--- src/pkg/lvt_pkg.sv ---
// Purpose: shared constants for the four-lane 7:1 training link
// Assumes: one fabric clock; serial rates are enables derived from it
// Notes: codes are seven bits, sent most significant bit first
package lvt_pkg;

   localparam int LANES = 4;
   localparam int WORD_BITS = 7;

   // Reference and serial timing
   localparam int REF_CLK_HZ = 50_000_000;
   localparam int BIT_DIV = 2;
   localparam int DIV_W = 2;
   localparam logic [DIV_W-1:0] DIV_LAST = DIV_W'(BIT_DIV - 1);
   localparam logic [2:0] BIT_LAST = 3'(WORD_BITS - 1);

   // Training codes and forwarded clock shape
   localparam logic [6:0] PHASE_CODE = 7'h78;
   localparam logic [6:0] WORD_CODE = 7'h55;
   localparam logic [6:0] FWD_CLK_PATTERN = 7'h63;

   // Register map of the receiving controller
   localparam logic [7:0] REG_STATUS = 8'h00;
   localparam logic [7:0] REG_IRQ_STATUS = 8'h04;
   localparam logic [7:0] REG_IRQ_MASK = 8'h08;
   localparam logic [7:0] REG_CTRL = 8'h0c;
   localparam int BIT_ALIGNED = 0;
   localparam int BIT_MATCH = 1;
   localparam int BIT_MISMATCH = 1;
   localparam int BIT_RETRAIN = 0;
   localparam logic [1:0] IRQ_MASK_RESET = 2'h0;

   typedef enum logic [1:0] {
      LVT_TX_PHASE = 2'b00,
      LVT_TX_WORD = 2'b01,
      LVT_TX_DATA = 2'b10
   } lvt_tx_state_type;

   typedef enum logic [1:0] {
      LVT_RX_PHASE = 2'b00,
      LVT_RX_WORD = 2'b01,
      LVT_RX_LOCK = 2'b10
   } lvt_rx_state_type;

endpackage : lvt_pkg

--- src/pkg/lvt_link_if.sv ---
// Purpose: the wires between the pattern source and the aligner
// Assumes: both ends run on the same fabric clock
// Notes: pairs are carried as p and n levels; no tristate pins
`timescale 1ns/1ns
interface lvt_link_if;
   logic fwd_clk_p;
   logic fwd_clk_n;
   logic [3:0] lane_p;
   logic [3:0] lane_n;
   logic fast_serial_clock;
   logic phase_aligned;
   logic fifo_rd_en;

   modport tx (
      output fwd_clk_p,
      output fwd_clk_n,
      output lane_p,
      output lane_n,
      output fast_serial_clock,
      input phase_aligned,
      input fifo_rd_en
   );

   modport rx (
      input fwd_clk_p,
      input fwd_clk_n,
      input lane_p,
      input lane_n,
      input fast_serial_clock,
      output phase_aligned,
      output fifo_rd_en
   );
endinterface : lvt_link_if

--- src/logic/lvt_rx.sv ---
// Purpose: deserializer, bit slip aligner, payload checker and APB status
// Assumes: link pins are synchronous to pclk
// Notes: reads of the interrupt status register clear the sticky interrupt bits
`timescale 1ns/1ns
module lvt_rx
   import lvt_pkg::*;
(
   input wire logic pclk,
   input wire logic presetn,
   lvt_link_if.rx link,
   input wire logic psel,
   input wire logic penable,
   input wire logic pwrite,
   input wire logic [7:0] paddr,
   input wire logic [31:0] pwdata,
   output logic [31:0] prdata,
   output logic pready,
   output logic pslverr,
   output logic training_done,
   output logic match_indicator,
   output logic irq
);

   logic sclk_q;
   logic sample;
   logic [2:0] rx_idx;
   logic slip;
   logic [6:0] rx_shift [LANES];
   logic [6:0] rx_word [LANES];
   logic word_vld;
   logic all_phase;
   logic all_word;
   logic all_ok;
   logic started;
   logic [6:0] expect_cnt;
   lvt_rx_state_type state;
   logic retrain;
   logic [1:0] irq_status;
   logic [1:0] irq_mask;
   logic ev_align;
   logic ev_mismatch;
   logic apb_done;

   // Sample on every change of the serial clock, rising or falling
   assign sample = link.fast_serial_clock != sclk_q;

   always_ff @(posedge pclk or negedge presetn) begin
      if (!presetn) begin
         sclk_q <= 1'b0;
         rx_idx <= '0;
         word_vld <= 1'b0;
      end else begin
         sclk_q <= link.fast_serial_clock;
         word_vld <= sample && !slip && (rx_idx == BIT_LAST);
         if (sample && !slip) begin
            rx_idx <= (rx_idx == BIT_LAST) ? 3'h0 : rx_idx + 3'h1;
         end
      end
   end

   always_ff @(posedge pclk or negedge presetn) begin
      if (!presetn) begin
         for (int k = 0; k < LANES; k++) begin
            rx_shift[k] <= '0;
            rx_word[k] <= '0;
         end
      end else if (sample) begin
         for (int k = 0; k < LANES; k++) begin
            rx_shift[k] <= {rx_shift[k][5:0], link.lane_p[k]};
            if (!slip && rx_idx == BIT_LAST) begin
               rx_word[k] <= {rx_shift[k][5:0], link.lane_p[k]};
            end
         end
      end
   end

   always_comb begin
      all_phase = 1'b1;
      all_word = 1'b1;
      all_ok = 1'b1;
      for (int k = 0; k < LANES; k++) begin
         all_phase = all_phase && (rx_word[k] == PHASE_CODE);
         all_word = all_word && (rx_word[k] == WORD_CODE);
         all_ok = all_ok && (rx_word[k] == expect_cnt + 7'(k));
      end
   end

   // Alignment sequence; a slip holds the word boundary back one bit
   always_ff @(posedge pclk or negedge presetn) begin
      if (!presetn) begin
         state <= LVT_RX_PHASE;
         slip <= 1'b0;
      end else if (retrain) begin
         state <= LVT_RX_PHASE;
         slip <= 1'b0;
      end else begin
         if (sample) begin
            slip <= 1'b0;
         end
         if (word_vld) begin
            unique case (state)
               LVT_RX_PHASE: begin
                  if (all_phase) begin
                     state <= LVT_RX_WORD;
                  end else begin
                     slip <= 1'b1;
                  end
               end
               LVT_RX_WORD: begin
                  if (all_word) begin
                     state <= LVT_RX_LOCK;
                  end else if (!all_phase) begin
                     state <= LVT_RX_PHASE;
                  end
               end
               LVT_RX_LOCK: begin
                  state <= LVT_RX_LOCK;
               end
               default: begin
                  state <= LVT_RX_PHASE;
               end
            endcase
         end
      end
   end

   always_ff @(posedge pclk or negedge presetn) begin
      if (!presetn) begin
         link.phase_aligned <= 1'b0;
         link.fifo_rd_en <= 1'b0;
         training_done <= 1'b0;
      end else begin
         link.phase_aligned <= !retrain && (state != LVT_RX_PHASE);
         link.fifo_rd_en <= !retrain && (state == LVT_RX_LOCK);
         training_done <= !retrain && (state == LVT_RX_LOCK);
      end
   end

   // Word codes still in flight are skipped before the first payload word
   always_ff @(posedge pclk or negedge presetn) begin
      if (!presetn) begin
         started <= 1'b0;
         expect_cnt <= '0;
         match_indicator <= 1'b0;
      end else if (state != LVT_RX_LOCK || retrain) begin
         started <= 1'b0;
         expect_cnt <= '0;
         match_indicator <= 1'b0;
      end else if (word_vld && (started || !all_word)) begin
         started <= 1'b1;
         expect_cnt <= expect_cnt + 7'h1;
         match_indicator <= all_ok;
      end
   end

   assign ev_align = word_vld && !retrain && (state == LVT_RX_WORD) && all_word;
   assign ev_mismatch = word_vld && !retrain && (state == LVT_RX_LOCK) && (started || !all_word) && !all_ok;
   assign apb_done = psel && penable && pready;

   // APB slave with one wait state; unmapped offsets answer with an error
   always_ff @(posedge pclk or negedge presetn) begin
      if (!presetn) begin
         pready <= 1'b0;
         prdata <= '0;
         pslverr <= 1'b0;
         irq_mask <= IRQ_MASK_RESET;
         retrain <= 1'b0;
      end else begin
         pready <= psel && penable && !pready;
         retrain <= 1'b0;
         if (psel && penable && !pready) begin
            prdata <= '0;
            pslverr <= 1'b0;
            unique case (paddr)
               REG_STATUS: prdata[1:0] <= {match_indicator, training_done};
               REG_IRQ_STATUS: prdata[1:0] <= irq_status;
               REG_IRQ_MASK: prdata[1:0] <= irq_mask;
               REG_CTRL: prdata <= '0;
               default: pslverr <= 1'b1;
            endcase
         end
         if (apb_done && pwrite && paddr == REG_IRQ_MASK) begin
            irq_mask <= pwdata[1:0];
         end
         if (apb_done && pwrite && paddr == REG_CTRL) begin
            retrain <= pwdata[BIT_RETRAIN];
         end
      end
   end

   // Sticky events; a new event wins over the read that clears it
   always_ff @(posedge pclk or negedge presetn) begin
      if (!presetn) begin
         irq_status <= '0;
         irq <= 1'b0;
      end else begin
         irq_status[BIT_ALIGNED] <= ev_align ||
            (irq_status[BIT_ALIGNED] && !(apb_done && !pwrite && paddr == REG_IRQ_STATUS));
         irq_status[BIT_MISMATCH] <= ev_mismatch ||
            (irq_status[BIT_MISMATCH] && !(apb_done && !pwrite && paddr == REG_IRQ_STATUS));
         irq <= |(irq_status & irq_mask);
      end
   end

endmodule : lvt_rx

--- src/flat_wrapper.sv ---
// flat-port wrapper written by rule: the top's interface ports become plain ports
module lvt_rx_flat import lvt_pkg::*;
  (pclk, presetn, psel, penable, pwrite, paddr, pwdata, prdata, pready, pslverr, training_done, match_indicator, irq, link_fwd_clk_p, link_fwd_clk_n, link_lane_p, link_lane_n, link_fast_serial_clock, link_phase_aligned, link_fifo_rd_en);
  lvt_link_if link_i ();
  input wire logic pclk;
  input wire logic presetn;
  input wire logic psel;
  input wire logic penable;
  input wire logic pwrite;
  input wire logic [7:0] paddr;
  input wire logic [31:0] pwdata;
  output logic [31:0] prdata;
  output logic pready;
  output logic pslverr;
  output logic training_done;
  output logic match_indicator;
  output logic irq;
  input wire logic [$bits(link_i.fwd_clk_p)-1:0] link_fwd_clk_p;
  input wire logic [$bits(link_i.fwd_clk_n)-1:0] link_fwd_clk_n;
  input wire logic [$bits(link_i.lane_p)-1:0] link_lane_p;
  input wire logic [$bits(link_i.lane_n)-1:0] link_lane_n;
  input wire logic [$bits(link_i.fast_serial_clock)-1:0] link_fast_serial_clock;
  output wire logic [$bits(link_i.phase_aligned)-1:0] link_phase_aligned;
  output wire logic [$bits(link_i.fifo_rd_en)-1:0] link_fifo_rd_en;
  assign link_i.fwd_clk_p = link_fwd_clk_p;
  assign link_i.fwd_clk_n = link_fwd_clk_n;
  assign link_i.lane_p = link_lane_p;
  assign link_i.lane_n = link_lane_n;
  assign link_i.fast_serial_clock = link_fast_serial_clock;
  assign link_phase_aligned = link_i.phase_aligned;
  assign link_fifo_rd_en = link_i.fifo_rd_en;
  lvt_rx u_core (.pclk(pclk), .presetn(presetn), .link(link_i), .psel(psel), .penable(penable), .pwrite(pwrite), .paddr(paddr), .pwdata(pwdata), .prdata(prdata), .pready(pready), .pslverr(pslverr), .training_done(training_done), .match_indicator(match_indicator), .irq(irq));
endmodule
--- config.mk ---
export PLATFORM = sky130hd
export DESIGN_NAME = lvt_rx_flat
export DESIGN_NICKNAME = d
export VERILOG_FILES = /design/src/pkg/lvt_pkg.sv /design/src/pkg/lvt_link_if.sv /design/src/logic/lvt_rx.sv /design/src/flat_wrapper.sv
export SDC_FILE = /design/constraint.sdc
export NUM_CORES = 1
export LEC_CHECK = 0
export BUFFER_PORTS_ARGS = -buffer_cell sky130_fd_sc_hd__buf_2
export CAP_MARGIN = 0
export CORE_ASPECT_RATIO = 1.4
export CORE_MARGIN = 2
export CORE_UTILIZATION = 30
export DETAILED_ROUTE_END_ITERATION = 8
export PLACE_DENSITY = 0.54
export SYNTH_ARGS = -nofsm -noshare
export SYNTH_HDL_FRONTEND = slang
export SYNTH_SLANG_ARGS = --single-unit
--- constraint.sdc ---
create_clock -name pclk -period 4.1 [get_ports pclk]
set_input_delay 0.41 -clock pclk [delete_from_list [all_inputs] [get_ports pclk]]
set_output_delay 0.41 -clock pclk [all_outputs]
set_load 0.02 [all_outputs]
==> run metrics, run 1 <==
Tightest Pin Transition=1.01 ns; endpoints failing hold=0; Filler cells=1475; setup TNS=0 ns; Max Cap Violations=0; crit path to=u_core.irq_status[1]; drt pass-1 iters=4; largest net degree at the start of global routing=82; Setup WS post-layout=1.34 ns; worst hold slack=0.237 ns; sequential fraction of the synthesis area=47.5%; clock slew at reported path FFs=0.06 ns; DPL Wire Length=6.21 mm; Port Buffer Count=28; slew margin rel.=32.8%; Num Clock Sinks=81; area delta synth->final=10.5%; total internal power=1700 uW; clock group share of total power=29.3%; highest clock rate=362 MHz; endpoints failing setup=0; critical path's slowest cell=dfrtp_1; die footprint=0.0152 mm^2; reg2reg start=u_core.expect_cnt[2]; clk_skew=0.00773 ns; n_diodes=0; Post-synth EDFFs=0; Final Max Slew Viols=0; r2r worst-path depth=7; via count=2970; Critical Path Fanout Max=12; largest buffer count on any clock path=2; Buf+Inv Stages, Crit Path=0; final worst-path cycle share=67.3%; pre-CTS WS=1.33 ns; minimum clock period=2.76 ns; GPL Wtd Cong=0.865; Crit Path Class=reg -> reg; DR vias/cell=4.64; remaining antenna violation count=0; P_sw=800 uW; Peak VDD IR=0.198 mV; top-count cell post-synth=nand2_1; Mapped Cells=425; CTS H-tree depth=3; outcome=finished clean; global-route total usage across every layer=11.9%; number of DRC markers in iteration 0=121; CTS tree=done; routed wire length=8.61 mm; Rows=51; Final #Nets=510; CP arrival=2.99 ns; Yosys top cell area share=47.5%; reg-to-reg endpoint=u_core.irq_status[1]; Register-to-Register Setup Slack=1.34 ns; first-pass GRT wire length=14.5 mm; global-route congestion overflow total=0; power per cell area=530 mW/mm^2; switching share of power=32.0%; TritonCTS Buffers=9; CP Launch Type=flop; crit-path cells=ha_1, a21boi_1, or4b_1, o311a_1, nor4_2, nand4b_1, a32o_2; Main synth FF type=dfrtp_1; hold_buf cts=0; Root Driver=clkbuf_16; largest cells by area after synthesis=dfrtp_1, nand2_1, mux2_2, buf_4, xnor2_1; WL per Instance=13.4 um; Synth top cells by count=nand2_1, dfrtp_1, buf_4; Tot Pwr=2500 uW; P_leak=0.00221 uW; CTS resizes=0; layout cells sized above 1=17.8%; initial core utilization=30.7%; setup repair bufs after CTS=0; CP Depth=7; Chip Width=105 um; Hold Crit Class=in -> async; I/O pin count=95; Yosys Warn Count=0; initial antenna violation count=0; cell area after synthesis=0.00427 mm^2; syn avg cell area=10.0 um^2; clock insertion delay at the later pin of the skew report=0.34 ns; Largest delay share family, worst path=simple AND/OR/NAND/NOR gates; endpoint class of the critical path=flop; RSZ-0062 raised after global routing=false; Logic pwr share=21.9%; Seq. cell area=0.00203 mm^2; Die Ht=145 um; #FFs+latches synth=81; Yosys cell types=57; Multi-input gate area=0.00199 mm^2; Critical path origin=u_core.expect_cnt[2]; post-synth top area cell=dfrtp_1; Post-route DRC=0; Critical Path RT=4.33 ns; sequential share of power=48.8%; core area=0.0139 mm^2; vias in the first global route=2966; crit-path max cell delay=0.60 ns; ys async rst share=100%
state kept, by name, summed over array words and instances (netlist names), 2 cells and up:
register and cells:
u_core.rx_idx 3, u_core.rx_word 28, u_core.expect_cnt 7, u_core.prdata 2, u_core.rx_shift 24, u_core.state 2, u_core.irq_status 2, u_core.irq_mask 2
cell type report:
class | count | share of cell area [%]
inverters | 8 | 0.637
well taps | 185 | 4.91
flip-flops and latches | 81 | 43.0
repair buffers | 31 | 3.50
multi-input cells | 319 | 42.3
clock buffers | 12 | 5.02
clock inverters | 4 | 0.611
metrics by stage:
step | std cells | instance area, um^2 | utilization [%]
after floorplan | 454 | 4380 | -
after global placement | 624 | 4450 | 32.0
after detailed placement | 624 | 4450 | 32.0
after CTS | 640 | 4710 | 33.9
after global routing | 640 | 4710 | 33.9
final | 640 | 4710 | 33.9
cell usage in the layout (no fill, tap or decap), types with 2 or more instances in the layout:
cell	count
o21ai_0	8
a31oi_1	2
and3b_1	2
or3_1	3
ha_1	4
nor3_1	3
nor2_1	22
conb_1	30
clkinvlp_4	2
clkbuf_16	9
nand4b_1	4
a211oi_1	2
xor2_1	13
and3_1	2
mux2i_1	3
mux2_2	23
nand2b_1	4
nor2b_1	4
a21oi_1	12
xnor2_1	13
clkbuf_1	3
dfrtp_1	81
o31ai_1	2
buf_2	27
nor4bb_1	8
o22ai_1	6
buf_4	4
nand3_1	8
inv_1	8
mux2_1	9
nor3b_1	2
nand2_1	100
nand4_1	3
xnor2_2	2
how the worst min path moves through the flow:
| stage | slack (ns) | to | depth (start not counted) |
|---|---|---|---|
| after global placement | 0.45 | u_core.rx_shift[26] | 2 |
| after global routing | 0.24 | u_core.sclk_q | 1 |
| after CTS | 0.23 | u_core.sclk_q | 1 |
| final | 0.24 | u_core.sclk_q | 1 |
| after detailed placement | 0.45 | u_core.rx_shift[26] | 2 |
| after floorplan | 0.11 | u_core.expect_cnt[0] | 0 |
per-layer routing:
| metal | part of all wire, % | vias to the layer above | global-route usage [%] | wire length (um) |
|---|---|---|---|---|
| met5 | 0 | - | 0 | 0 |
| met1 | 42 | 1448 | 13.5 | 3640 |
| li1 | - | 1437 | - | - |
| met3 | 3.0 | 19 | 2.11 | 259 |
| met2 | 52 | 66 | 21.4 | 4480 |
| met4 | 2.6 | 0 | 5.67 | 227 |
power groups by stage:
stage,Clock (uW),Combinational (uW),Sequential (uW)
global route,785,616,1250
detailed placement,0,555,1240
finish,732,547,1220
floorplan,0,478,1150
global placement,0,537,1230
CTS,753,556,1220
cell families after synthesis:
family	Yosys count	share of synthesized area, %
AO/OA/AOI/OAI	43	6.48
XOR/XNOR	28	5.92
adder cells (fa/ha/maj)	4	1.17
buffers and inverters	54	8.59
flip-flops	81	47.5
multiplexers	35	9.15
other	1	0.0879
AND/OR/NAND/NOR	179	21.1
Power figures use the tool's default switching activity.
==> run 2, diff against run 1 <==
--- a/config.mk
+++ b/config.mk
@@ -5,6 +5,7 @@
 export SDC_FILE = /design/constraint.sdc
 export NUM_CORES = 1
 export LEC_CHECK = 0
+export ABC_AREA = 1
 export BUFFER_PORTS_ARGS = -buffer_cell sky130_fd_sc_hd__buf_2
 export CAP_MARGIN = 0
 export CORE_ASPECT_RATIO = 1.4
==> constraint.sdc (replaced) <==
create_clock -name pclk -period 2.6 [get_ports pclk]
set_input_delay 0.26 -clock pclk [delete_from_list [all_inputs] [get_ports pclk]]
set_output_delay 0.26 -clock pclk [all_outputs]
set_load 0.02 [all_outputs]
==> run 2 against run 1 <==
Effect of this change:
- clock power increased by 95%
- global-route usage increased by 2.9 points
- via count increased by 23%
- routed wire length increased by 24%
- worst hold slack got worse by 0.20 ns
- critical path depth increased by 4
- die area increased by 3.3%
- setup slack got worse by 0.90 ns
- critical endpoint unchanged
==> run metrics, run 2 <==
outcome=finished clean (unchanged); clock slew at reported path FFs=0.06 ns (about the same); drt pass-1 iters=4 (unchanged); Final Max Slew Viols=0 (unchanged); Yosys cell types=31 (was 57); Hold Crit Class=in -> reg (was in -> async); reg2reg start=u_core.expect_cnt[1] (was u_core.expect_cnt[2]); Peak VDD IR=0.376 mV (was 0.198 mV); largest buffer count on any clock path=2 (unchanged); global-route congestion overflow total=0 (unchanged); Register-to-Register Setup Slack=0.43 ns (was 1.34 ns); sequential fraction of the synthesis area=46.0% (was 47.5%); clk_skew=0.00981 ns (was 0.00773 ns); setup TNS=0 ns (unchanged); #FFs+latches synth=81 (unchanged); Tightest Pin Transition=0.611 ns (was 1.01 ns); die footprint=0.0157 mm^2 (was 0.0152 mm^2); Critical Path RT=2.84 ns (was 4.33 ns); cell area after synthesis=0.00441 mm^2 (was 0.00427 mm^2); Min-Delay Endpoint=u_core.sclk_q; Root Driver=clkbuf_16 (unchanged); CTS H-tree depth=3 (unchanged); endpoints failing setup=0 (unchanged); max reg flops=28 (unchanged); Chip Width=106 um (was 105 um); layout cells sized above 1=9.31% (was 17.8%); remaining antenna violation count=0 (unchanged); top-count cell post-synth=nand2_1 (unchanged); clock insertion delay at the later pin of the skew report=0.34 ns (about the same); DR vias/cell=4.51 (was 4.64); endpoints failing hold=0 (unchanged); most common cell after layout, fill and taps aside=nand2_1 (unchanged); initial antenna violation count=0 (unchanged); routed wire length=10.7 mm (was 8.61 mm); Max Cap Violations=0 (unchanged); power per cell area=860 mW/mm^2 (was 530 mW/mm^2); worst hold slack=0.0394 ns (was 0.237 ns); final worst-path cycle share=83.3% (was 67.3%); CP Launch Type=flop (unchanged); area delta synth->final=13.6% (was 10.5%); slew margin rel.=58.9% (was 32.8%); RSZ-0062 raised after global routing=false (unchanged); first-pass GRT wire length=18.2 mm (was 14.5 mm); n_diodes=0 (unchanged); P_leak=0.00249 uW (was 0.00221 uW); crit-path cells=ha_1, nand2_1, nor2_1, xor2_1, inv_1, nand2_1, nand3_1, nor2_1, nand2_1, nand2_1, nand2_1 (was ha_1, a21boi_1, or4b_1, o311a_1, nor4_2, nand4b_1, a32o_2); CTS resizes=0 (unchanged); r2r worst-path depth=11 (was 7); largest net degree at the start of global routing=46 (was 82); CP arrival=2.40 ns (was 2.99 ns); Regs by FF count=u_core.rx_word (28), u_core.rx_shift (24), u_core.expect_cnt (7) (unchanged); global-route total usage across every layer=14.8% (was 11.9%); Tot Pwr=4310 uW (was 2500 uW); Die Ht=147 um (was 145 um); Yosys top cell area share=46.0% (was 47.5%); critical path's slowest cell=dfrtp_1 (unchanged); Port Buffer Count=28 (unchanged); Final #Nets=678 (was 510); commonest non-fill, non-tap cells in the layout=nand2_1, dfrtp_1, inv_1 (was nand2_1, dfrtp_1, conb_1); Reg with most FFs=u_core.rx_word (unchanged); Post-route DRC=0 (unchanged); Rows=52 (was 51); GPL Wtd Cong=0.974 (was 0.865); Crit Path Class=reg -> reg (unchanged); initial core utilization=30.5% (was 30.7%); WL per Instance=13.2 um (was 13.4 um); minimum clock period=2.17 ns (was 2.76 ns); number of DRC markers in iteration 0=248 (was 121); CP most frequent cell=nand2_1; CTS tree=done (unchanged); reg-to-reg endpoint=u_core.irq_status[1] (unchanged); Hold Crit Depth=1; Critical Path Fanout Max=7 (was 12); via count=3662 (was 2970); vias in the first global route=3687 (was 2966); syn avg cell area=7.46 um^2 (was 10.0 um^2); Main synth FF type=dfrtp_1 (unchanged); ys async rst share=100% (unchanged); highest clock rate=462 MHz (was 362 MHz); Num Clock Sinks=81 (unchanged); Synth top cells by count=nand2_1, dfrtp_1, inv_1 (was nand2_1, dfrtp_1, buf_4); endpoint class of the critical path=flop (unchanged); Mapped Cells=591 (was 425); crit-path max cell delay=0.56 ns (was 0.60 ns); Yosys Warn Count=0 (unchanged); I/O pin count=95 (unchanged); Core Util, Final=34.7% (was 33.9%); TritonCTS Buffers=9 (unchanged); core area=0.0144 mm^2 (was 0.0139 mm^2); Post-synth EDFFs=0 (unchanged); DPL Wire Length=8.21 mm (was 6.21 mm); HP Start=link_fast_serial_clock; largest cells by area after synthesis=dfrtp_1, nand2_1, inv_1, nand3_1, o21ai_0 (was dfrtp_1, nand2_1, mux2_2, buf_4, xnor2_1); Filler cells=1554 (was 1475); post-synth top area cell=dfrtp_1 (unchanged)
## run 2: changes by cell type in the layout (fill, tap and decap cells not counted), moves of 7 or more
cell,previous run,this run
mux2_1,9,0
inv_1,8,69
nor3_1,3,10
xor2_1,13,6
nand3_1,8,48
nand2_1,100,183
mux2_2,23,2
nor4bb_1,8,0
nor2_1,22,45
o21ai_0,8,47
a21oi_1,12,4
## run 2: logic make-up after synthesis
logic type | after synthesis | synth area share [%]
and+or+nand+nor | 303 | 28.6
adders and majority gates | 4 | 1.13
xor gates and xnor gates | 13 | 2.58
DFF | 81 | 46.0
muxes | 2 | 0.511
buffers and inverters | 121 | 13.2
AOI/OAI and AO/OA | 66 | 7.89
other | 1 | 0.0850
## run 2: layout make-up
cell class	count	area (um^2)	area share (%)
Tap cell	189	236	4.72
Clock buffer	11	253	5.05
Multi-Input combinational cell	418	1910	38.1
Timing Repair Buffer	35	223	4.45
Inverter	73	274	5.47
Clock inverter	5	86.3	1.72
Sequential cell	81	2030	40.5
## run 2: critical path: cells and delay by family (launching register included)
kind | cells | cell delay, ns
simple gates | 8 | 0.69
flops | 1 | 0.56
xor+xnor | 1 | 0.37
fa+ha+maj | 1 | 0.35
buf+inv | 1 | 0.08
## run 2: metal layers
| layer | vias up | part of all wire [%] | wire [um] | GRT usage, % |
|---|---|---|---|---|
| met1 | 1678 | 40 | 4270 | 16.7 |
| met3 | 34 | 3.6 | 382 | 2.38 |
| li1 | 1855 | - | - | - |
| met2 | 95 | 52 | 5530 | 26.2 |
| met5 | - | 0 | 0 | 0 |
| met4 | 0 | 4.9 | 525 | 8.38 |
## run 2: worst max path at each step
stage	startpoint	to	slack, ns
detailed placement	link_fast_serial_clock	u_core.rx_word[22]	0.48
floorplan	u_core.expect_cnt[0]	u_core.irq_status[1]	0.89
global route	u_core.expect_cnt[1]	u_core.irq_status[1]	0.23
CTS	u_core.expect_cnt[1]	u_core.irq_status[1]	0.47
global placement	u_core.expect_cnt[1]	u_core.irq_status[1]	0.49
finish	u_core.expect_cnt[1]	u_core.irq_status[1]	0.43
## run 2: report_power, final
| part | switching [uW] | internal (uW) | total [uW] | leakage (uW) |
|---|---|---|---|---|
| clock | 530 | 900 | 1430 | 0.000160 |
| combinational | 627 | 360 | 987 | 0.00130 |
| sequential | 322 | 1570 | 1890 | 0.00103 |
| total | 1480 | 2830 | 4310 | 0.00249 |
## run 2: stage by stage
| step | worst slack [ns] | cell area [um^2] | instances |
|---|---|---|---|
| after floorplan | 0.888 | 4520 | 620 |
| after global placement | 0.489 | 4660 | 795 |
| after detailed placement | 0.476 | 4660 | 795 |
| after CTS | 0.470 | 5010 | 812 |
| after global routing | 0.233 | 5010 | 812 |
| final | 0.435 | 5010 | 812 |
## run 2: repair_timing
item                       CTS  global route
setup endpoints to repair    0             0
hold endpoints to repair    44             0
buffers inserted             0             0
hold buffers                 1             0
